**config.mk**
```make
export PLATFORM = sky130hd
export DESIGN_NAME = dma_controller
export DESIGN_NICKNAME = d
export VERILOG_FILES = /design/src/dma_pkg.sv /design/src/dma_controller.sv
export SDC_FILE = /design/constraint.sdc
export NUM_CORES = 2
export LEC_CHECK = 0
export BUFFER_PORTS_ARGS = -buffer_cell sky130_fd_sc_hd__buf_2
export CORE_MARGIN = 2
export CORE_UTILIZATION = 60
export DETAILED_ROUTE_END_ITERATION = 6
export PLACE_DENSITY = 0.78
export SKIP_LAST_GASP = 1
export SYNTH_ARGS = -nofsm -noshare
export SYNTH_HDL_FRONTEND = slang
export SYNTH_SLANG_ARGS = --single-unit
```
**constraint.sdc**
```tcl
create_clock -name clk -period 9.3 [get_ports clk]
set_clock_uncertainty 0.1 [all_clocks]
set_input_delay 2.325 -clock clk [delete_from_list [all_inputs] [get_ports clk]]
set_output_delay 2.325 -clock clk [all_outputs]
set_load 0.005 [all_outputs]
```
**src/dma_pkg.sv**
```systemverilog
`default_nettype none
// Notes on behaviour
// [RQ1] fixed priority: channel 0 wins, then 1, then 2, channel 3 last
// [RQ2] rotating priority: finished channel drops to lowest, its successor becomes highest
// [RQ3] match, terminal count, end of process, error each enabled per channel command
// [RQ4] transferred data equal to match value stops channel and flags match
// [RQ5] programmed number of transfers done flags terminal count
// [RQ6] end-of-process input ends the running transfer and flags it
// [RQ7] start while count is zero: no transfer, error flagged
// [RQ8] events latch in channel flags; writing one clears a flag
// [RQ9] channels 0..2: bit 7 enables acknowledge on request
// [RQ10] channel 3 bit 7 picks rotating priority; its acknowledge acts as bit cleared
// [RQ11] mode bit2 dual/single, bit3 direction; single drives one pointer only
// [RQ12] external acknowledge: pin/software always in single, else only when enabled
// [RQ13] internal acknowledge only single, internal request, serial or converter sources
// [RQ14] software clears internal-connection bit for pin or software starts
// [RQ15] software reprograms a channel only while its enable bit is zero
// [RQ16] software gives even addresses for 16-bit transfers
// [RQ17] 24-bit source and target pointers, three bytes each
// [RQ18] 16-bit transfer count in two bytes
// [RQ19] count and compare use source width, per byte or per word
// [RQ20] 8-bit to 8-bit compares only the low match byte
// [RQ21] mode second bits 7:5 select one of eight internal request sources
// [RQ22] software sets pulse detect for pulse sources; converter uses channel 0
// [RQ23] direction bit ignored for dual-address transfers
// [RQ24] auto reload fires on any enabled event that ended the transfer
// [RQ25] software start bit starts a channel without pin activity
// [RQ26] auto reload restores count and both pointers to pre-transfer values
package dma_pkg;

   // ****************************************
   // register map
   // ****************************************
   localparam int        CH_LSB      = 6;      // channel field of the byte address
   localparam int        IDX_LSB     = 2;      // word index field
   localparam logic [3:0] IDX_SRC_LOW  = 4'h0;
   localparam logic [3:0] IDX_SRC_MID  = 4'h1;
   localparam logic [3:0] IDX_SRC_HIGH = 4'h2;
   localparam logic [3:0] IDX_DST_LOW  = 4'h3;
   localparam logic [3:0] IDX_DST_MID  = 4'h4;
   localparam logic [3:0] IDX_DST_HIGH = 4'h5;
   localparam logic [3:0] IDX_CNT_LOW  = 4'h6;
   localparam logic [3:0] IDX_CNT_HIGH = 4'h7;
   localparam logic [3:0] IDX_MAT_LOW  = 4'h8;
   localparam logic [3:0] IDX_MAT_HIGH = 4'h9;
   localparam logic [3:0] IDX_MODE_A   = 4'ha;
   localparam logic [3:0] IDX_MODE_B   = 4'hb;
   localparam logic [3:0] IDX_CMD      = 4'hc;
   localparam logic [3:0] IDX_FLAGS    = 4'hd;

   // ****************************************
   // field positions
   // ****************************************
   localparam int MA_ACK_PRI = 7;   // acknowledge enable, channel 3: rotate
   localparam int MA_LEVEL   = 6;   // level_detect_select: 1 pulse, 0 level
   localparam int MA_SRC16   = 5;
   localparam int MA_DST16   = 4;
   localparam int MA_DIR     = 3;   // 0 io to memory, 1 memory to io
   localparam int MA_SINGLE  = 2;
   localparam int MB_SEL_LSB = 5;
   localparam int MB_INTCONN = 4;
   localparam int MB_SUPD    = 2;
   localparam int MB_DUPD    = 0;
   localparam int CMD_IE_LSB = 4;   // enables in flag order
   localparam int CMD_RELOAD = 3;   // auto_reload_bit
   localparam int CMD_SW     = 1;   // software_start_bit
   localparam int CMD_EN     = 0;   // channel_enable_bit
   localparam int FL_MAT     = 0;
   localparam int FL_TC      = 1;
   localparam int FL_EOP     = 2;
   localparam int FL_ERR     = 3;

   // ****************************************
   // codes and reset values
   // ****************************************
   localparam logic [1:0] XM_BYTE     = 2'h0;
   localparam logic [1:0] XM_CONTINUE = 2'h1;
   localparam logic [1:0] XM_DEMAND   = 2'h2;
   localparam logic [1:0] UPD_FIXED   = 2'h0;
   localparam logic [1:0] UPD_INC     = 2'h1;
   localparam logic [1:0] UPD_DEC     = 2'h2;
   localparam logic [2:0] SEL_ACK_LAST = 3'h4;   // codes 0..4 have internal ack
   localparam logic [3:0] FLAGS_RST   = 4'h0;

   typedef enum logic [1:0] {
      ST_IDLE  = 2'b00,
      ST_READ  = 2'b01,
      ST_WRITE = 2'b10
   } eng_state_type;

   typedef struct packed {
      logic [7:0]  cmd;
      logic [7:0]  mode_b;
      logic [7:0]  mode_a;
      logic [15:0] mat;
      logic [15:0] cnt;
      logic [23:0] da;
      logic [23:0] sa;
   } chan_cfg_type;

   typedef struct packed {
      logic [23:0] addr;
      logic [15:0] wdata;
      logic        write;
      logic        wide;
   } bus_cmd_type;

   localparam chan_cfg_type CFG_RST = '0;
   localparam bus_cmd_type  BUS_RST = '0;

endpackage
`default_nettype wire

```
**src/dma_controller.sv**
```systemverilog
// The register addresses and the APB interface to the registers were decided locally.
`timescale 1ns/1ps
`default_nettype none
module dma_controller
   import dma_pkg::*;
#(
   parameter int APB_AW = 8
)(
   input  wire logic        clk,
   input  wire logic        nrst,
   input  wire logic        psel,
   input  wire logic        penable,
   input  wire logic        pwrite,
   input  wire logic [APB_AW-1:0] paddr,
   input  wire logic [31:0] pwdata,
   output logic [31:0]      prdata,
   output logic             pready,
   output logic             pslverr,
   input  wire logic [3:0]  transfer_request_pin,
   input  wire logic [3:0]  end_of_process,
   input  wire logic [7:0]  internal_request,
   output logic [3:0]       transfer_acknowledge,
   output logic [7:0]       internal_acknowledge,
   output logic [3:0]       terminal_count,
   output logic [3:0]       event_irq,
   output logic             bus_req,
   output bus_cmd_type      bus_cmd,
   input  wire logic        bus_ready,
   input  wire logic [15:0] bus_rdata
);

   // ****************************************
   // elaboration checks
   // ****************************************
   if (APB_AW < 8)
   begin : g_bad_aw
      $error("APB_AW must be at least 8");
   end

   // ****************************************
   // state
   // ****************************************
   chan_cfg_type  cfg_reg  [4];
   chan_cfg_type  cfg_next [4];
   chan_cfg_type  shad_reg [4];
   chan_cfg_type  shad_next[4];
   logic [3:0]    flag_reg [4];
   logic [3:0]    flag_next[4];
   logic [3:0]    pend_reg, pend_next;
   logic [3:0]    prev_reg;
   logic [3:0]    tc_reg, tc_next;
   eng_state_type state_reg, state_next;
   logic [1:0]    cur_reg, cur_next;
   logic [1:0]    last_reg, last_next;
   bus_cmd_type   bus_reg, bus_next;
   logic [15:0]   data_reg, data_next;
   logic          eop_seen_reg, eop_seen_next;
   logic [31:0]   prdata_reg, prdata_next;

   // ****************************************
   // helper functions
   // ****************************************
   // next pointer value for one unit; io mode swings between a byte pair
   function automatic logic [23:0] upd_ptr(input logic [23:0] a, input logic [1:0] m, input logic wide);
      logic [23:0] step;
      step = wide ? 24'h000002 : 24'h000001;
      case (m)
         UPD_FIXED: upd_ptr = a;
         UPD_INC:   upd_ptr = a + step;
         UPD_DEC:   upd_ptr = a - step;
         default:   upd_ptr = {a[23:1], ~a[0]};
      endcase
   endfunction

   // first bus cycle of a unit
   function automatic bus_cmd_type first_cycle(input logic [23:0] sa, input logic [23:0] da,
                                               input logic [7:0] ma);
      bus_cmd_type b;
      b = BUS_RST;
      b.wide = ma[MA_SRC16];
      if (ma[MA_SINGLE] && !ma[MA_DIR])
      begin
         b.addr  = da;                                          // RQ11
         b.write = 1'b1;
      end
      else
      begin
         b.addr  = sa;                                          // RQ11 RQ23
      end
      first_cycle = b;
   endfunction

   // first ready channel walking up from base
   function automatic logic [2:0] pick_ch(input logic [3:0] rdy, input logic [1:0] base);
      logic [1:0] idx;
      logic [2:0] res;
      res = 3'h0;
      for (int i = 3; i >= 0; i--)
      begin
         idx = base + 2'(i);
         if (rdy[idx])
            res = {1'b1, idx};                                  // RQ1 RQ2
      end
      pick_ch = res;
   endfunction

   // ****************************************
   // request detection per channel
   // ****************************************
   logic [3:0] req_src, req_line, ch_ready;

   for (genvar c = 0; c < 4; c++)
   begin : g_req
      // internal connection steers the request line to the selected source
      assign req_src[c]  = cfg_reg[c].mode_b[MB_INTCONN] ?
                           internal_request[cfg_reg[c].mode_b[MB_SEL_LSB +: 3]] :  // RQ21
                           transfer_request_pin[c];
      // pulse sources are caught in a pending bit so a short pulse is not missed
      assign req_line[c] = cfg_reg[c].mode_a[MA_LEVEL] ? pend_reg[c] : req_src[c];
      assign ch_ready[c] = cfg_reg[c].cmd[CMD_EN] &
                           (req_line[c] | cfg_reg[c].cmd[CMD_SW]);  // RQ25
   end

   // ****************************************
   // arbitration and current channel view
   // ****************************************
   wire        rotate_on = cfg_reg[3].mode_a[MA_ACK_PRI];           // RQ10
   wire [1:0]  arb_base  = rotate_on ? last_reg + 2'd1 : 2'd0;      // RQ2 RQ1
   wire [2:0]  pick_res  = pick_ch(ch_ready, arb_base);
   wire        any_ready = pick_res[2];
   wire [1:0]  pick      = pick_res[1:0];
   chan_cfg_type cur_cfg;
   assign cur_cfg = cfg_reg[cur_reg];
   wire        busy      = (state_reg != ST_IDLE);
   wire        src16     = cur_cfg.mode_a[MA_SRC16];
   wire        single    = cur_cfg.mode_a[MA_SINGLE];
   wire [1:0]  xmode     = cur_cfg.mode_a[1:0];
   wire [23:0] nsa       = upd_ptr(cur_cfg.sa, cur_cfg.mode_b[MB_SUPD +: 2], src16);
   wire [23:0] nda       = upd_ptr(cur_cfg.da, cur_cfg.mode_b[MB_DUPD +: 2], cur_cfg.mode_a[MA_DST16]);
   wire [15:0] ncnt      = cur_cfg.cnt - 16'd1;                      // RQ19

   // ****************************************
   // engine next state
   // ****************************************
   logic       accept, err_start, unit_done, stop_now, reload_now;
   logic [3:0] ev;
   logic [15:0] unit_data;
   logic       mat_hit;

   always_comb
   begin
      state_next    = state_reg;
      cur_next      = cur_reg;
      last_next     = last_reg;
      bus_next      = bus_reg;
      data_next     = data_reg;
      eop_seen_next = eop_seen_reg | (busy & end_of_process[cur_reg]);  // RQ6
      accept        = 1'b0;
      err_start     = 1'b0;
      unit_done     = 1'b0;
      case (state_reg)
         ST_IDLE:
         begin
            eop_seen_next = 1'b0;
            if (any_ready)
            begin
               if (cfg_reg[pick].cnt == 16'h0000)
                  err_start = 1'b1;                                  // RQ7
               else
               begin
                  accept     = 1'b1;
                  cur_next   = pick;
                  state_next = ST_READ;
                  bus_next   = first_cycle(cfg_reg[pick].sa, cfg_reg[pick].da, cfg_reg[pick].mode_a);
               end
            end
         end
         ST_READ:
         begin
            if (bus_ready)
            begin
               data_next = bus_rdata;
               if (single)
                  unit_done = 1'b1;
               else
               begin
                  state_next     = ST_WRITE;
                  bus_next.addr  = cur_cfg.da;                       // RQ11
                  bus_next.wdata = bus_rdata;
                  bus_next.write = 1'b1;
                  bus_next.wide  = cur_cfg.mode_a[MA_DST16];
               end
            end
         end
         ST_WRITE:
         begin
            if (bus_ready)
               unit_done = 1'b1;
         end
         default:
         begin
            state_next = ST_IDLE;
         end
      endcase

      // end of a unit: events decide whether the channel goes on
      unit_data = (state_reg == ST_READ) ? bus_rdata : data_reg;
      mat_hit   = src16 ? (unit_data == cur_cfg.mat) :               // RQ19
                          (unit_data[7:0] == cur_cfg.mat[7:0]);      // RQ20
      ev        = 4'h0;
      if (unit_done)
      begin
         ev[FL_MAT] = mat_hit;                                       // RQ4
         ev[FL_TC]  = (cur_cfg.cnt == 16'h0001);                     // RQ5
         ev[FL_EOP] = eop_seen_next;                                 // RQ6
      end
      stop_now   = |ev;
      reload_now = stop_now & cur_cfg.cmd[CMD_RELOAD] &
                   |(ev & cur_cfg.cmd[CMD_IE_LSB +: 4]);             // RQ24
      if (unit_done)
      begin
         if (!stop_now && (xmode == XM_CONTINUE ||
                           (xmode == XM_DEMAND && req_line[cur_reg])))
         begin
            state_next    = ST_READ;
            bus_next      = first_cycle(nsa, nda, cur_cfg.mode_a);
            eop_seen_next = 1'b0;
         end
         else
         begin
            state_next = ST_IDLE;                                    // byte mode re-arbitrates
            last_next  = cur_reg;                                    // RQ2
         end
      end
   end

   // ****************************************
   // apb decode
   // ****************************************
   wire [1:0] a_ch     = paddr[CH_LSB +: 2];
   wire [3:0] a_idx    = paddr[IDX_LSB +: 4];
   wire       a_hi_ok  = (APB_AW == 8) ? 1'b1 : (paddr[APB_AW-1:CH_LSB] >> 2) == '0;
   wire       a_mapped = a_hi_ok & (a_idx <= IDX_FLAGS);
   wire       apb_wr   = psel & penable & pwrite & a_mapped;
   wire [7:0] wb       = pwdata[7:0];
   chan_cfg_type rd_cfg;
   logic [7:0]   rd_byte;
   assign rd_cfg = cfg_reg[a_ch];

   // read mux; read data is latched in the setup phase
   always_comb
   begin
      case (a_idx)
         IDX_SRC_LOW:  rd_byte = rd_cfg.sa[7:0];                     // RQ17
         IDX_SRC_MID:  rd_byte = rd_cfg.sa[15:8];
         IDX_SRC_HIGH: rd_byte = rd_cfg.sa[23:16];
         IDX_DST_LOW:  rd_byte = rd_cfg.da[7:0];
         IDX_DST_MID:  rd_byte = rd_cfg.da[15:8];
         IDX_DST_HIGH: rd_byte = rd_cfg.da[23:16];
         IDX_CNT_LOW:  rd_byte = rd_cfg.cnt[7:0];                    // RQ18
         IDX_CNT_HIGH: rd_byte = rd_cfg.cnt[15:8];
         IDX_MAT_LOW:  rd_byte = rd_cfg.mat[7:0];
         IDX_MAT_HIGH: rd_byte = rd_cfg.mat[15:8];
         IDX_MODE_A:   rd_byte = rd_cfg.mode_a;
         IDX_MODE_B:   rd_byte = rd_cfg.mode_b;
         IDX_CMD:      rd_byte = rd_cfg.cmd;
         IDX_FLAGS:    rd_byte = {3'h0, req_line[a_ch], flag_reg[a_ch]};
         default:      rd_byte = 8'h00;
      endcase
      prdata_next = prdata_reg;
      if (psel && !penable)
         prdata_next = a_mapped ? {24'h000000, rd_byte} : 32'h00000000;
   end

   assign prdata  = prdata_reg;
   assign pready  = 1'b1;
   assign pslverr = psel & penable & ~a_mapped;

   // ****************************************
   // per channel register next values
   // ****************************************
   for (genvar c = 0; c < 4; c++)
   begin : g_chan
      wire hit  = apb_wr & (a_ch == 2'(c));
      wire mine = (cur_reg == 2'(c));
      wire took = (accept | err_start) & (pick == 2'(c));

      always_comb
      begin
         cfg_next[c]  = cfg_reg[c];
         shad_next[c] = shad_reg[c];
         flag_next[c] = flag_reg[c];
         pend_next[c] = pend_reg[c] | (req_src[c] & ~prev_reg[c]);
         tc_next[c]   = unit_done & mine & ev[FL_TC];
         if (took)
         begin
            pend_next[c]            = req_src[c] & ~prev_reg[c];  // a new edge here survives
            cfg_next[c].cmd[CMD_SW] = 1'b0;                          // RQ25
         end
         if (err_start && pick == 2'(c))
            cfg_next[c].cmd[CMD_EN] = 1'b0;                          // RQ7
         if (unit_done && mine)
         begin
            cfg_next[c].sa  = nsa;
            cfg_next[c].da  = nda;
            cfg_next[c].cnt = ncnt;                                  // RQ19
            if (reload_now)
            begin
               cfg_next[c].sa  = shad_reg[c].sa;                     // RQ26
               cfg_next[c].da  = shad_reg[c].da;
               cfg_next[c].cnt = shad_reg[c].cnt;
            end
            else if (stop_now)
               cfg_next[c].cmd[CMD_EN] = 1'b0;
         end
         // software writes to pointers and count load both the working copy and the reload copy
         if (hit)
         begin
            case (a_idx)
               IDX_SRC_LOW:  begin cfg_next[c].sa[7:0]   = wb; shad_next[c].sa[7:0]   = wb; end
               IDX_SRC_MID:  begin cfg_next[c].sa[15:8]  = wb; shad_next[c].sa[15:8]  = wb; end
               IDX_SRC_HIGH: begin cfg_next[c].sa[23:16] = wb; shad_next[c].sa[23:16] = wb; end
               IDX_DST_LOW:  begin cfg_next[c].da[7:0]   = wb; shad_next[c].da[7:0]   = wb; end
               IDX_DST_MID:  begin cfg_next[c].da[15:8]  = wb; shad_next[c].da[15:8]  = wb; end
               IDX_DST_HIGH: begin cfg_next[c].da[23:16] = wb; shad_next[c].da[23:16] = wb; end
               IDX_CNT_LOW:  begin cfg_next[c].cnt[7:0]  = wb; shad_next[c].cnt[7:0]  = wb; end
               IDX_CNT_HIGH: begin cfg_next[c].cnt[15:8] = wb; shad_next[c].cnt[15:8] = wb; end
               IDX_MAT_LOW:  cfg_next[c].mat[7:0]  = wb;
               IDX_MAT_HIGH: cfg_next[c].mat[15:8] = wb;
               IDX_MODE_A:   cfg_next[c].mode_a    = wb;
               IDX_MODE_B:   cfg_next[c].mode_b    = wb;
               IDX_CMD:      cfg_next[c].cmd       = wb;
               IDX_FLAGS:    flag_next[c]          = flag_reg[c] & ~wb[3:0];  // RQ8
               default:      flag_next[c]          = flag_reg[c];
            endcase
         end
         // set after clear so an event in the clearing cycle survives
         if (unit_done && mine)
            flag_next[c] = flag_next[c] | ev;                        // RQ8
         if (err_start && pick == 2'(c))
            flag_next[c][FL_ERR] = 1'b1;                             // RQ7 RQ8
      end

      always_ff @(posedge clk)
      begin
         if (!nrst)
         begin
            cfg_reg[c]  <= CFG_RST;
            shad_reg[c] <= CFG_RST;
            flag_reg[c] <= FLAGS_RST;
         end
         else
         begin
            cfg_reg[c]  <= cfg_next[c];
            shad_reg[c] <= shad_next[c];
            flag_reg[c] <= flag_next[c];
         end
      end

      // enabled events only reach the interrupt line
      assign event_irq[c] = |(flag_reg[c] & cfg_reg[c].cmd[CMD_IE_LSB +: 4]);  // RQ3
   end

   // ****************************************
   // engine and bus registers
   // ****************************************
   always_ff @(posedge clk)
   begin
      if (!nrst)
      begin
         state_reg    <= ST_IDLE;
         cur_reg      <= 2'h0;
         last_reg     <= 2'h3;
         bus_reg      <= BUS_RST;
         data_reg     <= 16'h0000;
         eop_seen_reg <= 1'b0;
         pend_reg     <= 4'h0;
         prev_reg     <= 4'h0;
         tc_reg       <= 4'h0;
         prdata_reg   <= 32'h00000000;
      end
      else
      begin
         state_reg    <= state_next;
         cur_reg      <= cur_next;
         last_reg     <= last_next;
         bus_reg      <= bus_next;
         data_reg     <= data_next;
         eop_seen_reg <= eop_seen_next;
         pend_reg     <= pend_next;
         prev_reg     <= req_src;
         tc_reg       <= tc_next;
         prdata_reg   <= prdata_next;
      end
   end

   // ****************************************
   // outputs and acknowledges
   // ****************************************
   // channel 3 has no enable of its own and acts as if it were cleared
   wire ack_en   = (cur_reg != 2'd3) & cur_cfg.mode_a[MA_ACK_PRI];   // RQ9 RQ10
   wire int_conn = cur_cfg.mode_b[MB_INTCONN];
   wire [2:0] sel = cur_cfg.mode_b[MB_SEL_LSB +: 3];
   wire ext_ok   = int_conn ? ack_en : (single | ack_en);            // RQ12
   wire int_ok   = int_conn & single & (sel <= SEL_ACK_LAST);        // RQ13

   assign transfer_acknowledge = (busy && ext_ok) ? 4'(4'h1 << cur_reg) : 4'h0;
   assign internal_acknowledge = (busy && int_ok) ? 8'(8'h01 << sel) : 8'h00;
   assign terminal_count       = tc_reg;
   assign bus_req              = busy;
   assign bus_cmd              = bus_reg;

endmodule // dma_controller
`default_nettype wire

```
; ---- After elaboration in Yosys (flattened, before gate mapping)
; Memory sizes are Yosys's and may differ from the RTL's. A register that Yosys moved wholly into a read port is not among the register bits.
; Cells that the tools add are included.
[totals]
latch_bits = 0
rom_bits = 0
regBits = 109
mem_count = 3
mem_bits_rw = 848
word_cells = 431
[mem_list]
columns = memory, depth, width, read_ports, rd_clocked_by_memory_dff, wr, line_no
row1 = cfg_reg, 4, 104, 7, 1, 4, dma_controller.sv:43  ; chan_cfg_type cfg_reg [4];
row2 = shad_reg, 4, 104, 4, 0, 4, dma_controller.sv:45  ; chan_cfg_type shad_reg [4];
row3 = flag_reg, 4, 4, 5, 0, 4, dma_controller.sv:47  ; logic [3:0] flag_reg [4];
[op_classes]
n_reduce_logical = 39
mux = 234
n_shift = 2
order_cmp = 12
bitwise = 80
n_mul = 0
eq_ne = 39
div = 0
addsub = 9
[ops]
columns = op, count
row1 = 104-bit 2-to-1 mux, 12
row2 = 64-bit 2-to-1 mux, 12
row3 = 8-bit 2-to-1 mux, 86
row4 = 42-bit 2-to-1 mux, 6
row5 = 24-bit one-hot mux with 3 select lines, 2
row6 = 8-bit one-hot mux with 14 select lines, 1
row7 = 42-bit one-hot mux with 2 select lines, 1
row8 = 4-bit 2-to-1 mux, 17
row9 = 1-bit 2-to-1 mux, 66
row10 = 24-bit by 2-bit adder with 24-bit output, 2
row11 = 24-bit 2-to-1 mux, 2
row12 = 24-bit by 2-bit subtractor with 24-bit output, 2
row13 = 1-bit bitwise AND, 34
row14 = 4-bit bitwise AND, 8
row15 = 4-bit == test (second input constant), 6
row16 = 1-bit bitwise OR, 23
row17 = 2-bit == test (second input constant), 10
row18 = 2-bit 2-to-1 mux, 10
row19 = 4-bit OR reduction, 5
row20 = 2-bit by 3-bit less-than comparator with 1-bit output (second input constant), 6
row21 = 16-bit by 1-bit == test with 1-bit output (second input constant), 1
row22 = 16-bit == test, 1
row23 = 4-bit by 3-bit == test with 1-bit output (second input constant), 4
row24 = 16-bit logical NOT, 1
row25 = 34 further kinds, 97

; ---- Logic depth before layout (Yosys ltp)
; An unclocked memory read counts as a cell.
[logic_depth]
word_depth = 26
mapped_depth = 23
mapped_depth_nobuf = 16

; ---- Worst setup path after synthesis
; OpenSTA, ideal clock, no wires.
[synth_timing]
path_kind = register -> register
from = register with a tool-made name
to = memory cfg_reg[2][41] in the netlist's numbering
required_ns = 9.126
stages_incl_launch_ff = 24
slack_ns = 2.949
synth_period_minus_slack_ns = 6.351
t_arrival_ns = 6.176
n_path_buf = 7
cell_sequence = dfxtp_1 buf_6 buf_6 buf_6 buf_6 buf_2 buf_1 buf_2 mux4_2 inv_1 ha_1 nor2b_1 ha_1 nor2b_1 o31a_1 o41ai_1 o221ai_1 a21o_1 a21oi_1 o21ai_0 xor2_1 a221oi_1 or4_1 a31oi_1
[synth_lines]
columns = item, line_no
row1 = "end, declared", dma_controller.sv:43

; ---- Worst setup path in the final report
[layout_timing]
from = input port internal_request[6]
to = register bus_reg (netlist bit bus_cmd[25])
[layout_via]
elab_chain_len = 21
elab_cells_between_ends = 51
[layout_lines]
columns = item, line_no
row1 = "start, declared", dma_controller.sv:21  ; input wire logic [7:0] internal_request,
row2 = 1-bit binary-select mux with 3-bit select, dma_controller.sv:116  ; internal_request[cfg_reg[c].mode_b[MB_SEL_LSB +: 3]] :
row3 = 1-bit 2-to-1 mux (implied by the code), dma_controller.sv:116
row4 = 1-bit 2-to-1 mux, dma_controller.sv:115  ; assign req_src[c] = cfg_reg[c].mode_b[MB_INTCONN] ?
row5 = 1-bit 2-to-1 mux, dma_controller.sv:119  ; assign req_line[c] = cfg_reg[c].mode_a[MA_LEVEL] ? pend_reg[c] : req_src[c];
row6 = 1-bit bitwise OR, dma_controller.sv:121  ; (req_line[c] | cfg_reg[c].cmd[CMD_SW]);
row7 = 1-bit bitwise AND, dma_controller.sv:120  ; assign ch_ready[c] = cfg_reg[c].cmd[CMD_EN] &
row8 = 1-bit binary-select mux with 2-bit select, dma_controller.sv:101  ; if (rdy[idx])
row9 = 1-bit 2-to-1 mux (implied by the code), dma_controller.sv:101
row10 = [5 not listed], -
row11 = 1-bit logical NOT, dma_controller.sv:81  ; if (ma[MA_SINGLE] && !ma[MA_DIR])
row12 = 1-bit logical AND, dma_controller.sv:81
row13 = 24-bit 2-to-1 mux, dma_controller.sv:81
row14 = 42-bit 2-to-1 mux, dma_controller.sv:167  ; if (cfg_reg[pick].cnt == 16'h0000)
row15 = 42-bit 2-to-1 mux, dma_controller.sv:165  ; if (any_ready)
row16 = 42-bit one-hot mux with 2 select lines, dma_controller.sv:161  ; case (state_reg)
row17 = 42-bit 2-to-1 mux, dma_controller.sv:222  ; if (!stop_now && (xmode == XM_CONTINUE ||
row18 = 42-bit 2-to-1 mux (*), dma_controller.sv:220  ; if (unit_done)
row19 = "end signal, assigned", dma_controller.sv:387  ; bus_reg <= bus_next;
row20 = "end, declared", dma_controller.sv:55  ; bus_cmd_type bus_reg, bus_next;
; Every way passes the cells marked *; elsewhere a longest branch is shown, timed or not. The select of a mux whose other input is x is not followed.
; A chain may end at the register's enable or synchronous reset.

==> run summary <==
FF/Latch Area: 15500 um^2
Worst Max-Slew Pin Slew: 1.39 ns
CP Data Required Time: 9.74 ns
Multi-input logic area: 25400 um^2
NumNets Final: 5217
Worst path cell trace: buf_2 -> mux4_2 -> mux2i_1 -> a221oi_2 -> nor2b_1 -> a2bb2oi_1 -> or2_0 -> o21ai_0 -> mux2i_4 -> buf_4 -> mux2_2 -> a22oi_1 -> nand3_1
CP Data Arrival Time: 7.21 ns
CP startpoint kind: input port
Hold Path Class: flop to flop
Failing checks: design-rule violations
Fin Setup TNS: 0 ns
CP peak stage delay: 0.67 ns
Tcrit/Tclk final: 0.728
Vias in the first global route: 38700
Htree depth: 3
Critical Path End Type: flop
Cts repair resizes: 0
Commonest non-fill, non-tap cell in the layout: nand2_1
Initial Utilization: 0.609
Slew Viols, Final: 0
Slew headroom: 0.0676
Clock Path Buffers: 3
Slowest stage cell on the critical path: or2_0
Std-Cell Rows: 97
Buf/Inv on CP: 2
Die H: 271 um
Post-synth top flop: dfxtp_1
GRT Overall Usage: 0.425
CP Max Fanout: 19
Post-CTS Hold Fix Bufs: 0
P&R area growth vs syn: 9.02%
Maxcap violations: 0
Yosys warns: 0
Core area: 70400 um^2
Outcome: finished, violations left
WS Path Type: input port to flop
DR DRC count: 2
RSZ-0062 raised after global routing: no
Wirelength, routed: 162000 um
Seq/Total Area, Yosys: 0.362
GRT Residual Overflow: 0
Clock Pin Slew Worst Setup and Hold Paths: 0.06 ns
Initial DRC count: 7036
First-pass GRT wire length: 240000 um
Clk root buf: clkbuf_16
Final min period: 6.77 ns
VDD IR-drop max: 131 uV
Die width: 271 um
DP HPWL: 100000 um
Fillers: 5830
IO Count: 175
Mean Syn Cell Area: 8.18 um^2
Cells after synthesis: 5235
Vias: 42900
CTS tree: done
FF+latch count, synth: 775
GP Congestion: 1.02
Clock Latency Late Sink: 0.69 ns
Initial antenna violation count: 14
Routed wire per std cell: 26.6 um
Fin. Hold Viols: 0
Total Die Area: 73600 um^2
Largest net degree at the start of global routing: 202
Power Density: 159 nW/um^2
Post-synthesis async set-or-reset flop share: 0
Fmax: 148 MHz
CP top delay family: multiplexers
Power consumption: 7.41 mW
Setup violations, final: 0
Final ANT Viol Nets: 0
Syn Std Cell Area: 42800 um^2
Post-synth EDFFs: 0
Pleak: 15.6 nW
Netlist cell types: 76
CTS Buf Count: 85
Setup Fix Bufs, Post-CTS: 0
Flip-flop count of the largest register after layout: 416
Port bufs: 120
Vias/cell: 7.04
CTS sink count: 775
First drt pass iteration count: 7
Most frequent cells in the layout: 1139 x nand2_1, 984 x a21oi_1, 773 x dfxtp_1
Layout cells sized above 1: 0.125
## path summary, 6_finish.rpt
| path | start | to | slack [ns] | cells past startpoint |
|---|---|---|---|---|
| worst max-delay path | internal_request[6] | bus_cmd[25] | 2.53 | 13 |
| worst min-delay path | prdata[1] | prdata[1] | 0.35 | 2 |
| worst max register to register | flop | cfg_reg[0][40] | 2.65 | 11 |
| worst min register to register | prdata[1] | prdata[1] | 0.35 | 2 |
## report_power, final
group / internal (mW) / switching [mW] / total (mW) / leakage, nW
logic: 0.0693 / 0.233 / 0.302 / 7.81
registers: 3.32 / 0.00481 / 3.33 / 6.24
clock network: 2.24 / 1.53 / 3.78 / 1.51
total: 5.64 / 1.77 / 7.41 / 15.6
## Yosys cell counts (15+ instances only)
| master | n | area, um^2 |
|---|---|---|
| mux2i_1 | 140 | 1400 |
| a21oi_1 | 984 | 4920 |
| nand2b_1 | 31 | 194 |
| buf_2 | 34 | 170 |
| a21o_1 | 24 | 180 |
| mux2_2 | 32 | 360 |
| nor2_1 | 171 | 642 |
| nand4_1 | 19 | 119 |
| mux4_2 | 215 | 4840 |
| o21ai_0 | 345 | 1730 |
| a22oi_1 | 117 | 878 |
| nor2b_1 | 22 | 138 |
| nand3_1 | 62 | 310 |
| ha_1 | 57 | 713 |
| xnor2_1 | 43 | 377 |
| xor2_1 | 26 | 228 |
| o211a_1 | 16 | 160 |
| o211ai_1 | 243 | 1820 |
| nand2_1 | 1139 | 4280 |
| buf_4 | 32 | 240 |
| a221oi_1 | 15 | 131 |
| inv_1 | 41 | 154 |
| nor3_1 | 27 | 135 |
| nor4_1 | 20 | 125 |
| a31oi_1 | 15 | 93.8 |
| clkbuf_1 | 380 | 1430 |
| buf_1 | 28 | 105 |
| dfxtp_1 | 775 | 15500 |
| or3_1 | 20 | 125 |
## cell type report
| cell class | count | area share |
|---|---|---|
| flip-flops and latches | 775 | 0.332 |
| clock buffers | 114 | 0.0513 |
| multi-input cells | 3965 | 0.543 |
| well taps | 940 | 0.0252 |
| repair buffers | 210 | 0.0297 |
| inverters | 43 | 0.00364 |
| clock inverters | 43 | 0.0146 |
| diodes | 1 | 0.0000536 |
## per-layer routing
metal / vias to the layer above / routed length (um) / track usage / share of wire
li1: 18600 / - / - / -
met1: 20300 / 58200 / 0.558 / 0.36
met2: 3377 / 67000 / 0.607 / 0.41
met3: 694 / 26200 / 0.151 / 0.16
met4: 20 / 10600 / 0.238 / 0.065
met5: - / 142 / 0 / 0.00088
## kinds of logic (layout without fill, tap and decap cells)
family          after synthesis  after routing  share of synthesized area
mux                         388            388                      0.154
fa+ha+maj                    59             59                     0.0176
simple gates               1562           1562                      0.150
xor+xnor                     69             69                     0.0141
buf+inv                     521            410                     0.0502
other cells                   2             29                   0.000175
flops                       775            775                      0.362
compound gates             1859           1859                      0.251
## tightest hold or removal path: cells and delay by family (launching register included)
family,cells,cell delay [ns]
DFF,1,0.30
and+or+nand+nor,1,0.05
AOI/OAI and AO/OA,1,0.05
## stage by stage
step | utilization | instances | hold WS (ns) | worst slack, ns | instance area, um^2
CTS | 0.663 | 6089 | 0.353 | 2.83 | 46700
global placement | 0.620 | 5932 | 0.339 | 2.20 | 43600
detailed placement | 0.620 | 5932 | 0.345 | 2.18 | 43600
floorplan | - | 5261 | 0.333 | 2.95 | 42900
finish | 0.664 | 6091 | 0.351 | 2.53 | 46700
global route | 0.663 | 6090 | 0.367 | 2.44 | 46700
No activity file was read; power rests on OpenSTA's default activity.
